--- config.mk ---
export PLATFORM = sky130hd
export DESIGN_NAME = rsb_raw_status
export DESIGN_NICKNAME = d
export VERILOG_FILES = /design/src/rtl/rsb_pkg.sv /design/src/rtl/rsb_word_if.sv /design/src/rtl/rsb_irq_word.sv /design/src/rtl/rsb_bus_ack.sv /design/src/rtl/rsb_raw_status.sv
export SDC_FILE = /design/constraint.sdc
export NUM_CORES = 1
export LEC_CHECK = 0
export BUFFER_PORTS_ARGS = -buffer_cell sky130_fd_sc_hd__clkbuf_2
export CAP_MARGIN = 20
export CORE_ASPECT_RATIO = 1.5
export CORE_MARGIN = 5
export CORE_UTILIZATION = 60
export CTS_CLUSTER_DIAMETER = 50
export DETAILED_ROUTE_END_ITERATION = 12
export HOLD_SLACK_MARGIN = 0.08
export PLACE_DENSITY_LB_ADDON = 0.15
export SKIP_CTS_REPAIR_TIMING = 1
export SLEW_MARGIN = 15
export SYNTH_ARGS = -nofsm -noshare
export SYNTH_HDL_FRONTEND = slang
export SYNTH_SLANG_ARGS = --single-unit
--- constraint.sdc ---
create_clock -name core_clk -period 6.6 [get_ports core_clk]
set_clock_uncertainty 0.1 [all_clocks]
set_input_delay 0.66 -clock core_clk [delete_from_list [all_inputs] [get_ports core_clk]]
set_output_delay 0.66 -clock core_clk [all_outputs]
set_load 0.02 [all_outputs]
--- src/rtl/rsb_pkg.sv ---
// Purpose: Shared constants for the raw status bank of the output drivers and pins
// Assumes: Word index times four is the Avalon byte address
// Notes: Register data is 16 bits wide, in the low half of the 32-bit bus word
package rsb_pkg;
	localparam int RSB_NWORDS = 5;
	localparam int RSB_WORD_W = 16;
	localparam int RSB_DRV_W = 8;
	localparam int RSB_PIN_W = 32;
	typedef logic [15:0] rsb_idx_t;
	typedef logic [RSB_WORD_W-1:0] rsb_word_t;
	// Word slots: enable done, disable done, thermal, pins 1-16, pins 17-32
	localparam int RSB_W_ENA = 0;
	localparam int RSB_W_DIS = 1;
	localparam int RSB_W_THERM = 2;
	localparam int RSB_W_PLO = 3;
	localparam int RSB_W_PMID = 4;
	localparam rsb_idx_t RSB_RAW_IDX [RSB_NWORDS] = '{16'h188C, 16'h188D, 16'h188E, 16'h1890,
		16'h1891};
	localparam rsb_idx_t RSB_MASK_IDX [RSB_NWORDS] = '{16'h184C, 16'h184D, 16'h184E, 16'h1850,
		16'h1851};
	localparam rsb_idx_t RSB_STICKY_IDX [RSB_NWORDS] = '{16'h180C, 16'h180D, 16'h180E,
		16'h1810, 16'h1811};
	localparam rsb_idx_t RSB_CLR_IDX [RSB_NWORDS] = '{16'h18CC, 16'h18CD, 16'h18CE, 16'h18D0,
		16'h18D1};
	localparam int RSB_SPK_RIGHT_BIT = 7;
	localparam int RSB_SPK_LEFT_BIT = 6;
	localparam int RSB_THERM_WARN_BIT = 2;
	localparam int RSB_THERM_LIMIT_BIT = 1;
	localparam int RSB_SHUTDOWN_BIT = 0;
	localparam rsb_word_t RSB_RAW_RESET = 16'h0000;
	localparam rsb_word_t RSB_MASK_RESET = 16'hFFFF;
	localparam logic [31:0] RSB_RDATA_RESET = 32'h0000_0000;

	function automatic logic [15:0] rsb_byte_addr(input rsb_idx_t idx);
		return {idx[13:0], 2'b00};
	endfunction : rsb_byte_addr
endpackage : rsb_pkg

--- src/rtl/rsb_word_if.sv ---
// Purpose: Carrier between the bank top and one status word slice
// Assumes: One instance per status word
// Notes: wmask is the byte-enable expanded to bits
`timescale 1ns/10ps
`default_nettype none
interface rsb_word_if;
	logic [15:0] raw_in;
	logic [15:0] raw;
	logic [15:0] sticky;
	logic [15:0] mask;
	logic [15:0] wdata;
	logic [15:0] wmask;
	logic clr_we;
	logic mask_we;
	modport word (input raw_in, wdata, wmask, clr_we, mask_we, output raw, sticky, mask);
	modport ctrl (output raw_in, wdata, wmask, clr_we, mask_we, input raw, sticky, mask);
endinterface : rsb_word_if
`default_nettype wire

--- src/rtl/rsb_irq_word.sv ---
// Purpose: One raw status word with its sticky event bits and mask
// Assumes: raw_in is already qualified and synchronous to core_clk
// Notes: A rising raw bit sets its sticky bit; set beats a same-cycle clear
`timescale 1ns/10ps
`default_nettype none
module rsb_irq_word (
	input wire logic core_clk,
	input wire logic sys_rst,
	rsb_word_if.word wif
);
	import rsb_pkg::*;
	rsb_word_t raw_ff;
	rsb_word_t sticky_ff;
	rsb_word_t mask_ff;
	rsb_word_t nxt_sticky;

	always_ff @(posedge core_clk) begin
		if (sys_rst) begin
			raw_ff <= RSB_RAW_RESET;
		end else begin
			raw_ff <= wif.raw_in;
		end
	end

	always_comb begin
		nxt_sticky = sticky_ff;
		if (wif.clr_we) begin
			nxt_sticky = nxt_sticky & ~(wif.wdata & wif.wmask);
		end
		nxt_sticky = nxt_sticky | (wif.raw_in & ~raw_ff);
	end

	always_ff @(posedge core_clk) begin
		if (sys_rst) begin
			sticky_ff <= RSB_RAW_RESET;
		end else begin
			sticky_ff <= nxt_sticky;
		end
	end

	always_ff @(posedge core_clk) begin
		if (sys_rst) begin
			mask_ff <= RSB_MASK_RESET;
		end else if (wif.mask_we) begin
			mask_ff <= (mask_ff & ~wif.wmask) | (wif.wdata & wif.wmask);
		end
	end

	assign wif.raw = raw_ff;
	assign wif.sticky = sticky_ff;
	assign wif.mask = mask_ff;
endmodule : rsb_irq_word
`default_nettype wire

--- src/rtl/rsb_bus_ack.sv ---
// Purpose: Avalon-MM waitrequest handshake, one wait cycle per request
// Assumes: Master holds its request until it sees waitrequest low
// Notes: accept marks the single edge at which a transfer completes
`timescale 1ns/10ps
`default_nettype none
module rsb_bus_ack (
	input wire logic core_clk,
	input wire logic sys_rst,
	input wire logic req,
	output logic waitrequest,
	output logic take,
	output logic accept
);
	logic waitrequest_ff;

	// Low for exactly one cycle after a request is seen, so the read mux is registered
	always_ff @(posedge core_clk) begin
		if (sys_rst) begin
			waitrequest_ff <= 1'b1;
		end else begin
			waitrequest_ff <= !(req && waitrequest_ff);
		end
	end

	assign waitrequest = waitrequest_ff;
	assign take = req && waitrequest_ff;
	assign accept = req && !waitrequest_ff;
endmodule : rsb_bus_ack
`default_nettype wire

--- src/rtl/rsb_raw_status.sv ---
// Purpose: Raw status bank for driver sequencing, speaker thermal and pin levels
// Assumes: All status inputs are synchronous to core_clk
// Notes: Raw words are read-only; sticky, clear and mask words drive irq
`timescale 1ns/10ps
`default_nettype none
module rsb_raw_status (
	input wire logic core_clk,
	input wire logic sys_rst,
	input wire logic [15:0] avs_address,
	input wire logic avs_read,
	input wire logic avs_write,
	input wire logic [31:0] avs_writedata,
	input wire logic [3:0] avs_byteenable,
	output logic [31:0] avs_readdata,
	output logic avs_waitrequest,
	input wire logic [rsb_pkg::RSB_DRV_W-1:0] enable_done_in,
	input wire logic [rsb_pkg::RSB_DRV_W-1:0] disable_done_in,
	input wire logic spk_thermal_warning,
	input wire logic spk_thermal_limit,
	input wire logic spk_shutdown_complete,
	input wire logic [rsb_pkg::RSB_PIN_W-1:0] pin_level_in,
	input wire logic [rsb_pkg::RSB_PIN_W-1:0] pin_is_gp_input,
	input wire logic [rsb_pkg::RSB_PIN_W-1:0] dsp_owned_pin,
	output logic irq
);
	import rsb_pkg::*;

	logic [RSB_NWORDS-1:0][RSB_WORD_W-1:0] raw_in_arr;
	logic [RSB_NWORDS-1:0][RSB_WORD_W-1:0] w_raw;
	logic [RSB_NWORDS-1:0][RSB_WORD_W-1:0] w_sticky;
	logic [RSB_NWORDS-1:0][RSB_WORD_W-1:0] w_mask;
	logic [RSB_NWORDS-1:0] hit_raw;
	logic [RSB_NWORDS-1:0] hit_mask;
	logic [RSB_NWORDS-1:0] hit_sticky;
	logic [RSB_NWORDS-1:0] hit_clr;
	logic [RSB_PIN_W-1:0] pin_qual;
	rsb_word_t therm_word;
	rsb_word_t wdata16;
	rsb_word_t wmask16;
	rsb_word_t rd_word;
	logic [31:0] readdata_ff;
	logic irq_ff;
	logic req;
	logic take;
	logic accept;
	logic wait_int;
	logic irq_any;

	assign req = avs_read || avs_write;

	rsb_bus_ack u_ack (
		.core_clk(core_clk),
		.sys_rst(sys_rst),
		.req(req),
		.waitrequest(wait_int),
		.take(take),
		.accept(accept)
	);

	// Pins owned by the DSP or not set as inputs read zero, never a stale level
	assign pin_qual = pin_level_in & pin_is_gp_input & ~dsp_owned_pin;

	always_comb begin
		therm_word = RSB_RAW_RESET;
		therm_word[RSB_THERM_WARN_BIT] = spk_thermal_warning;
		therm_word[RSB_THERM_LIMIT_BIT] = spk_thermal_limit;
		therm_word[RSB_SHUTDOWN_BIT] = spk_shutdown_complete;
	end

	always_comb begin
		raw_in_arr = '0;
		raw_in_arr[RSB_W_ENA][RSB_DRV_W-1:0] = enable_done_in;
		raw_in_arr[RSB_W_DIS][RSB_DRV_W-1:0] = disable_done_in;
		raw_in_arr[RSB_W_THERM] = therm_word;
		raw_in_arr[RSB_W_PLO] = pin_qual[15:0];
		raw_in_arr[RSB_W_PMID] = pin_qual[31:16];
	end

	// Address decode against the byte address of each word
	always_comb begin
		hit_raw = '0;
		hit_mask = '0;
		hit_sticky = '0;
		hit_clr = '0;
		for (int i = 0; i < RSB_NWORDS; i++) begin
			hit_raw[i] = (avs_address == rsb_byte_addr(RSB_RAW_IDX[i]));
			hit_mask[i] = (avs_address == rsb_byte_addr(RSB_MASK_IDX[i]));
			hit_sticky[i] = (avs_address == rsb_byte_addr(RSB_STICKY_IDX[i]));
			hit_clr[i] = (avs_address == rsb_byte_addr(RSB_CLR_IDX[i]));
		end
	end

	assign wdata16 = avs_writedata[15:0];
	assign wmask16 = {{8{avs_byteenable[1]}}, {8{avs_byteenable[0]}}};

	rsb_word_if w_if [RSB_NWORDS] ();

	for (genvar gi = 0; gi < RSB_NWORDS; gi++) begin : g_word
		// Raw words have no write strobe at all, so writes there fall away
		assign w_if[gi].raw_in = raw_in_arr[gi];
		assign w_if[gi].wdata = wdata16;
		assign w_if[gi].wmask = wmask16;
		assign w_if[gi].clr_we = accept && avs_write && hit_clr[gi];
		assign w_if[gi].mask_we = accept && avs_write && hit_mask[gi];
		assign w_raw[gi] = w_if[gi].raw;
		assign w_sticky[gi] = w_if[gi].sticky;
		assign w_mask[gi] = w_if[gi].mask;
		rsb_irq_word u_word (
			.core_clk(core_clk),
			.sys_rst(sys_rst),
			.wif(w_if[gi])
		);
	end

	// Clear words are write-only and read zero; unmapped reads zero too
	always_comb begin
		rd_word = RSB_RAW_RESET;
		for (int i = 0; i < RSB_NWORDS; i++) begin
			if (hit_raw[i]) begin
				rd_word = w_raw[i];
			end
			if (hit_mask[i]) begin
				rd_word = w_mask[i];
			end
			if (hit_sticky[i]) begin
				rd_word = w_sticky[i];
			end
		end
	end

	always_ff @(posedge core_clk) begin
		if (sys_rst) begin
			readdata_ff <= RSB_RDATA_RESET;
		end else if (take && avs_read) begin
			readdata_ff <= {16'h0000, rd_word};
		end
	end

	always_comb begin
		irq_any = 1'b0;
		for (int i = 0; i < RSB_NWORDS; i++) begin
			irq_any = irq_any | (|(w_sticky[i] & ~w_mask[i]));
		end
	end

	always_ff @(posedge core_clk) begin
		if (sys_rst) begin
			irq_ff <= 1'b0;
		end else begin
			irq_ff <= irq_any;
		end
	end

	assign avs_readdata = readdata_ff;
	assign avs_waitrequest = wait_int;
	assign irq = irq_ff;

	logic past_valid_ff;
	always_ff @(posedge core_clk) begin
		if (sys_rst) begin
			past_valid_ff <= 1'b0;
		end else begin
			past_valid_ff <= 1'b1;
		end
	end
endmodule : rsb_raw_status
`default_nettype wire

==> Yosys cells after proc, flatten, opt, wreduce, memory -nomap -nowiden <==
Index checks and enable logic that the tools add are counted.
{ "classes": {"muxes": 20, "bitwise": 50, "eq_ne": 20, "reduce_logical": 22} }
{ "ops": {"columns": ["operator", "n"], "rows": [
  ["$eq A16 B15 Y1 const B", 20],
  ["$mux W16", 20],
  ["$and A16 B16 Y16", 18],
  ["$not A16 Y16", 12],
  ["$or A16 B16 Y16", 10],
  ["$reduce_or A16 Y1", 5],
  ["$and A32 B32 Y32", 2],
  ["$and A8 B16 Y16", 2],
  ["$not A32 Y32", 1],
  ["$and A3 B16 Y16", 1],
  ["$logic_and A1 B1 Y1", 14],
  ["$or A1 B1 Y1", 4],
  ["$logic_not A1 Y1", 2],
  ["$logic_or A1 B1 Y1", 1]
]} }
{ "word_totals": {"reg_bits": 258} }

==> Logic depth before layout (Yosys ltp) <==
{ "logic_depth": {"ltp_word": 16, "mapped_depth": 10, "ltp_nobuf": 6} }

==> Hierarchy <==
A second synthesis with hierarchy kept.
{ "hier_totals": {"cells_unflattened": 1447, "hier_area_um2": 13120.1} }
{ "by_module_without_submodules": {"columns": ["module", "seq_area_each_um2", "n_inst", "area_per_inst_um2", "cells_each"], "rows": [
  ["rsb_irq_word", 960.9, 5, 1761.7, 156],
  ["rsb_raw_status", 340.3, 1, 4267.8, 663],
  ["rsb_bus_ack", 20.0, 1, 43.8, 4]
]} }

==> Worst setup path after synthesis <==
OpenSTA, ideal clock, no wires.
{ "synth_timing": {"path_type": "input to register", "from": "input avs_address[11]", "to": "register readdata_ff[0] (netlist: avs_readdata[0])", "path_stages": 8, "path_buffers": 2, "slack_ns": 3.643, "t_arrival_ns": 2.778, "t_required_ns": 6.421, "path_cell_list": "or4b_4 -> buf_6 -> buf_6 -> nor4_1 -> a22oi_1 -> and3_1 -> or4_1 -> a211oi_2"} }
{ "synth_via": {"elab_chain_cells": 16} }
{ "synth_lines": {"columns": ["item", "line_no", "source"], "rows": [
  ["start, declared", "rsb_raw_status.sv:9", "input wire logic [15:0] avs_address,"],
  ["$eq A16 B15 Y1", "rsb_raw_status.sv:86", "hit_raw[i] = (avs_address == rsb_byte_addr(RSB_RAW_IDX[i]));"],
  ["$mux W16", "rsb_raw_status.sv:119", "if (hit_raw[i]) begin"],
  ["$mux W16", "rsb_raw_status.sv:122", "if (hit_mask[i]) begin"],
  ["$mux W16", "rsb_raw_status.sv:125", "if (hit_sticky[i]) begin"],
  ["$mux W16", "rsb_raw_status.sv:119", null],
  ["$mux W16", "rsb_raw_status.sv:122", null],
  ["$mux W16", "rsb_raw_status.sv:125", null],
  ["$mux W16", "rsb_raw_status.sv:119", null],
  ["$mux W16", "rsb_raw_status.sv:122", null],
  ["$mux W16", "rsb_raw_status.sv:125", null],
  ["$mux W16", "rsb_raw_status.sv:119", null],
  ["$mux W16", "rsb_raw_status.sv:122", null],
  ["$mux W16", "rsb_raw_status.sv:125", null],
  ["$mux W16", "rsb_raw_status.sv:119", null],
  ["$mux W16", "rsb_raw_status.sv:122", null],
  ["$mux W16 (*)", "rsb_raw_status.sv:125", null],
  ["end signal, assigned", "rsb_raw_status.sv:135", "readdata_ff <= {16'h0000, rd_word};"],
  ["end, declared", "rsb_raw_status.sv:41", "logic [31:0] readdata_ff;"]
]} }
Every way passes the cells marked *; elsewhere a longest branch is shown, timed or not.
A chain may end at the register's enable or synchronous reset.

==> flow_metrics.py <==
metrics = {
    "logic_synthesis": {
        "ys_seq_elements": 229,
        "synth_edf_count": 0,
        "yosysMostFrequentCell": "dfxtp_1",
        "synth_top_flop_cell": "dfxtp_1",
        "ys_types": 59,
        "synthTopCellsByCount": "dfxtp_1, nand2_1, inv_1",
        "async_flop_share_pct": 0,
        "synthCells": 1240,
        "syn_area_per_cell_um2": 8.54,
        "ys_top_cells_by_area": "dfxtp_1, nand2_1, mux2i_1",
        "synth-seq-area-share_pct": 43.3,
        "yosysTopAreaCell": "dfxtp_1",
        "yosysWarnings": 0,
        "synth.top_cell.area_share_pct": 43.3,
        "synth_area_um2": 10600,
    },
    "drt": {
        "route.detailed.drc": 0,
        "wirelength_mm": 39.2,
        "final_antenna_net_count": 0,
        "vias": 10800,
        "vias_per_cell": 6.71,
        "firstDrtPassIters": 6,
        "drt-initial-drc-count": 1622,
        "wl_per_cell_um": 24.4,
    },
    "hold_path": {
        "worst_hold_startpoint": "dsp_owned_pin[1]",
        "holdPathStages": 2,
        "min_path_type": "primary input to flop",
        "holdPathEnd": "g_word[3].u_word.wif.raw[1]",
    },
    "power_and_ir_drop": {
        "netSwitchingPower_mw": 0.726,
        "max-vdd-ir-drop_uv": 303,
        "pwr-share-clk_pct": 43.3,
        "total_leakage_power_nw": 4.78,
        "p_int_mw": 2.27,
        "swShare_pct": 24.2,
        "p_per_area_nw_per_um2": 245,
        "p_comb_share_pct": 8.1,
        "power_frac_seq_pct": 48.7,
    },
    "setup_path": {
        "critPathKind": "primary input to flop",
        "reg2reg_slack_ns": 3.78,
        "cp.required_ns": 6.87,
        "start_kind": "primary input",
        "r2r_start": "u_ack.waitrequest",
        "rr_worst_depth": 6,
        "worstPathArrival_ns": 4.10,
        "critical_path_peak_fanout": 18,
        "reg2reg_to": "g_word[4].u_word.wif.sticky[4]",
        "worstSetupEndpointType": "flop",
    },
    "layout": {
        "syn2layout_area_growth_pct": 15.4,
        "nets": 1545,
        "design_area_um2": 12200,
        "drive_gt1_share_pct": 17.8,
        "fill_cells": 1505,
    },
    "timing": {
        "rsz0062_at_grt": "false",
        "tns_ns": 0,
        "drv_slew": 0,
        "max_freq_mhz": 261,
        "setup_viol": 0,
        "finalCriticalPeriod_ns": 3.83,
        "worst_pin_slew_ns": 1.23,
        "hold_viol": 0,
        "min_period_over_period_pct": 58.1,
        "slew_headroom_pct": 17.6,
    },
    "placement": {
        "gp_congestion": 1.02,
        "postPlaceCellArea_um2": 11500,
        "portBuffers": 170,
        "dp_hpwl_mm": 29.4,
    },
    "floorplan": {
        "start_util_pct": 61.1,
        "dieWidth_um": 119,
        "dieArea_um2": 20500,
        "io_pins": 205,
        "num_rows": 59,
        "coreArea_um2": 17300,
        "die_y_um": 173,
    },
    "global_routing": {
        "grtUsageTotal_pct": 36.1,
        "grt_pass1_vias": 10200,
        "grt_start_max_net_pins": 72,
        "grt_overflow": 0,
        "grt_pass1_wl_mm": 58.7,
        "antenna_found_initial": 1,
    },
    "clocking": {
        "cts_buffer_depth": 3,
        "cts_tree": "built",
        "cts-root-buf": "clkbuf_16",
        "cts_buffers": 22,
        "path_clk_slew_ns": 0.06,
        "insertion_delay_ns": 0.51,
        "cts.sinks": 229,
        "h-tree-depth": 1,
    },
    "outcome": {
        "status": "finished, final reports clean",
    },
    "flow_run": {
        "maxCapViolations": 0,
    },
}
worst max-delay path, cell delays in order:
cell       delay, ns
clkbuf_2        0.10
nand4bb_1       0.84
nor4_1          1.18
buf_4           0.32
inv_1           0.09
nor2_2          0.55
mux2i_1         0.27
nand2_1         0.07
how the worst max path moves through the flow:
stage	startpoint	to	slack [ns]	depth (start not counted)
floorplan	avs_address[11]	avs_readdata[0]	3.64	8
global placement	avs_address[6]	flop	2.39	8
detailed placement	avs_address[6]	flop	2.34	8
CTS	avs_address[6]	flop	2.87	8
global route	avs_address[6]	flop	2.52	8
finish	avs_address[6]	flop	2.77	8
cells in the final DEF, fill, tap and decap left out, types with 8 or more instances in the layout:
master / instances
dfxtp_1: 229
clkbuf_8: 8
o22ai_1: 44
clkbuf_2: 169
nand2_1: 172
nor4_1: 14
a21oi_1: 53
inv_1: 85
mux2i_1: 54
nor2_1: 57
buf_4: 18
conb_1: 16
o211ai_1: 70
o211a_1: 11
nand2b_1: 21
nor2b_1: 22
nand3_1: 15
nor3_1: 63
o21ai_0: 37
nand4_1: 15
clkbuf_16: 23
a222oi_1: 10
a221oi_1: 32
o41ai_1: 31
a22oi_1: 8
final cells by class:
type                            instances  area, um^2  share of cell area [%]
Clock inverter                          6        55.1                   0.450
Tap cell                              213         267                    2.18
Sequential cell                       229        4580                    37.5
Timing Repair Buffer                  187         981                    8.02
Inverter                               86         324                    2.65
Clock buffer                           33         693                    5.67
Antenna cell                            1        2.50                  0.0205
Multi-Input combinational cell        848        5320                    43.5
power by group through the flow:
stage          logic (mW)  registers [mW]  clock network [mW]
6_report            0.241            1.46                1.30
3_5_place_dp        0.235            1.49                   0
3_3_place_gp        0.231            1.49                   0
2_1_floorplan       0.131            1.48                   0
5_1_grt             0.260            1.46                1.35
4_1_cts             0.237            1.46                1.30
through the flow:
stage	instances	total power [mW]	util (%)	setup slack [ns]	hold slack, ns
2_1_floorplan	1255	1.61	-	3.64	0.319
3_3_place_gp	1562	1.72	66.1	2.39	0.329
3_5_place_dp	1562	1.72	66.1	2.34	0.335
4_1_cts	1601	2.99	70.4	2.87	0.221
5_1_grt	1603	3.07	70.5	2.52	0.228
6_report	1603	2.99	70.5	2.77	0.227
cells by family (layout without fill, tap and decap cells):
group | after synthesis | count (layout) | synth area share (%)
AOI/OAI and AO/OA | 347 | 347 | 23.7
buffers and inverters | 178 | 312 | 7.27
DFF | 229 | 229 | 43.3
muxes | 54 | 54 | 5.10
other | 1 | 17 | 0.0354
and+or+nand+nor | 431 | 431 | 20.6
layer usage:
layer,vias up,track usage [%],part of all wire [%]
li1,4854,-,-
met1,4937,47.0,37
met2,804,56.7,45
met3,159,7.03,11
met4,0,19.0,6.1
met5,-,0,0
(Power assumes the default switching activity.)
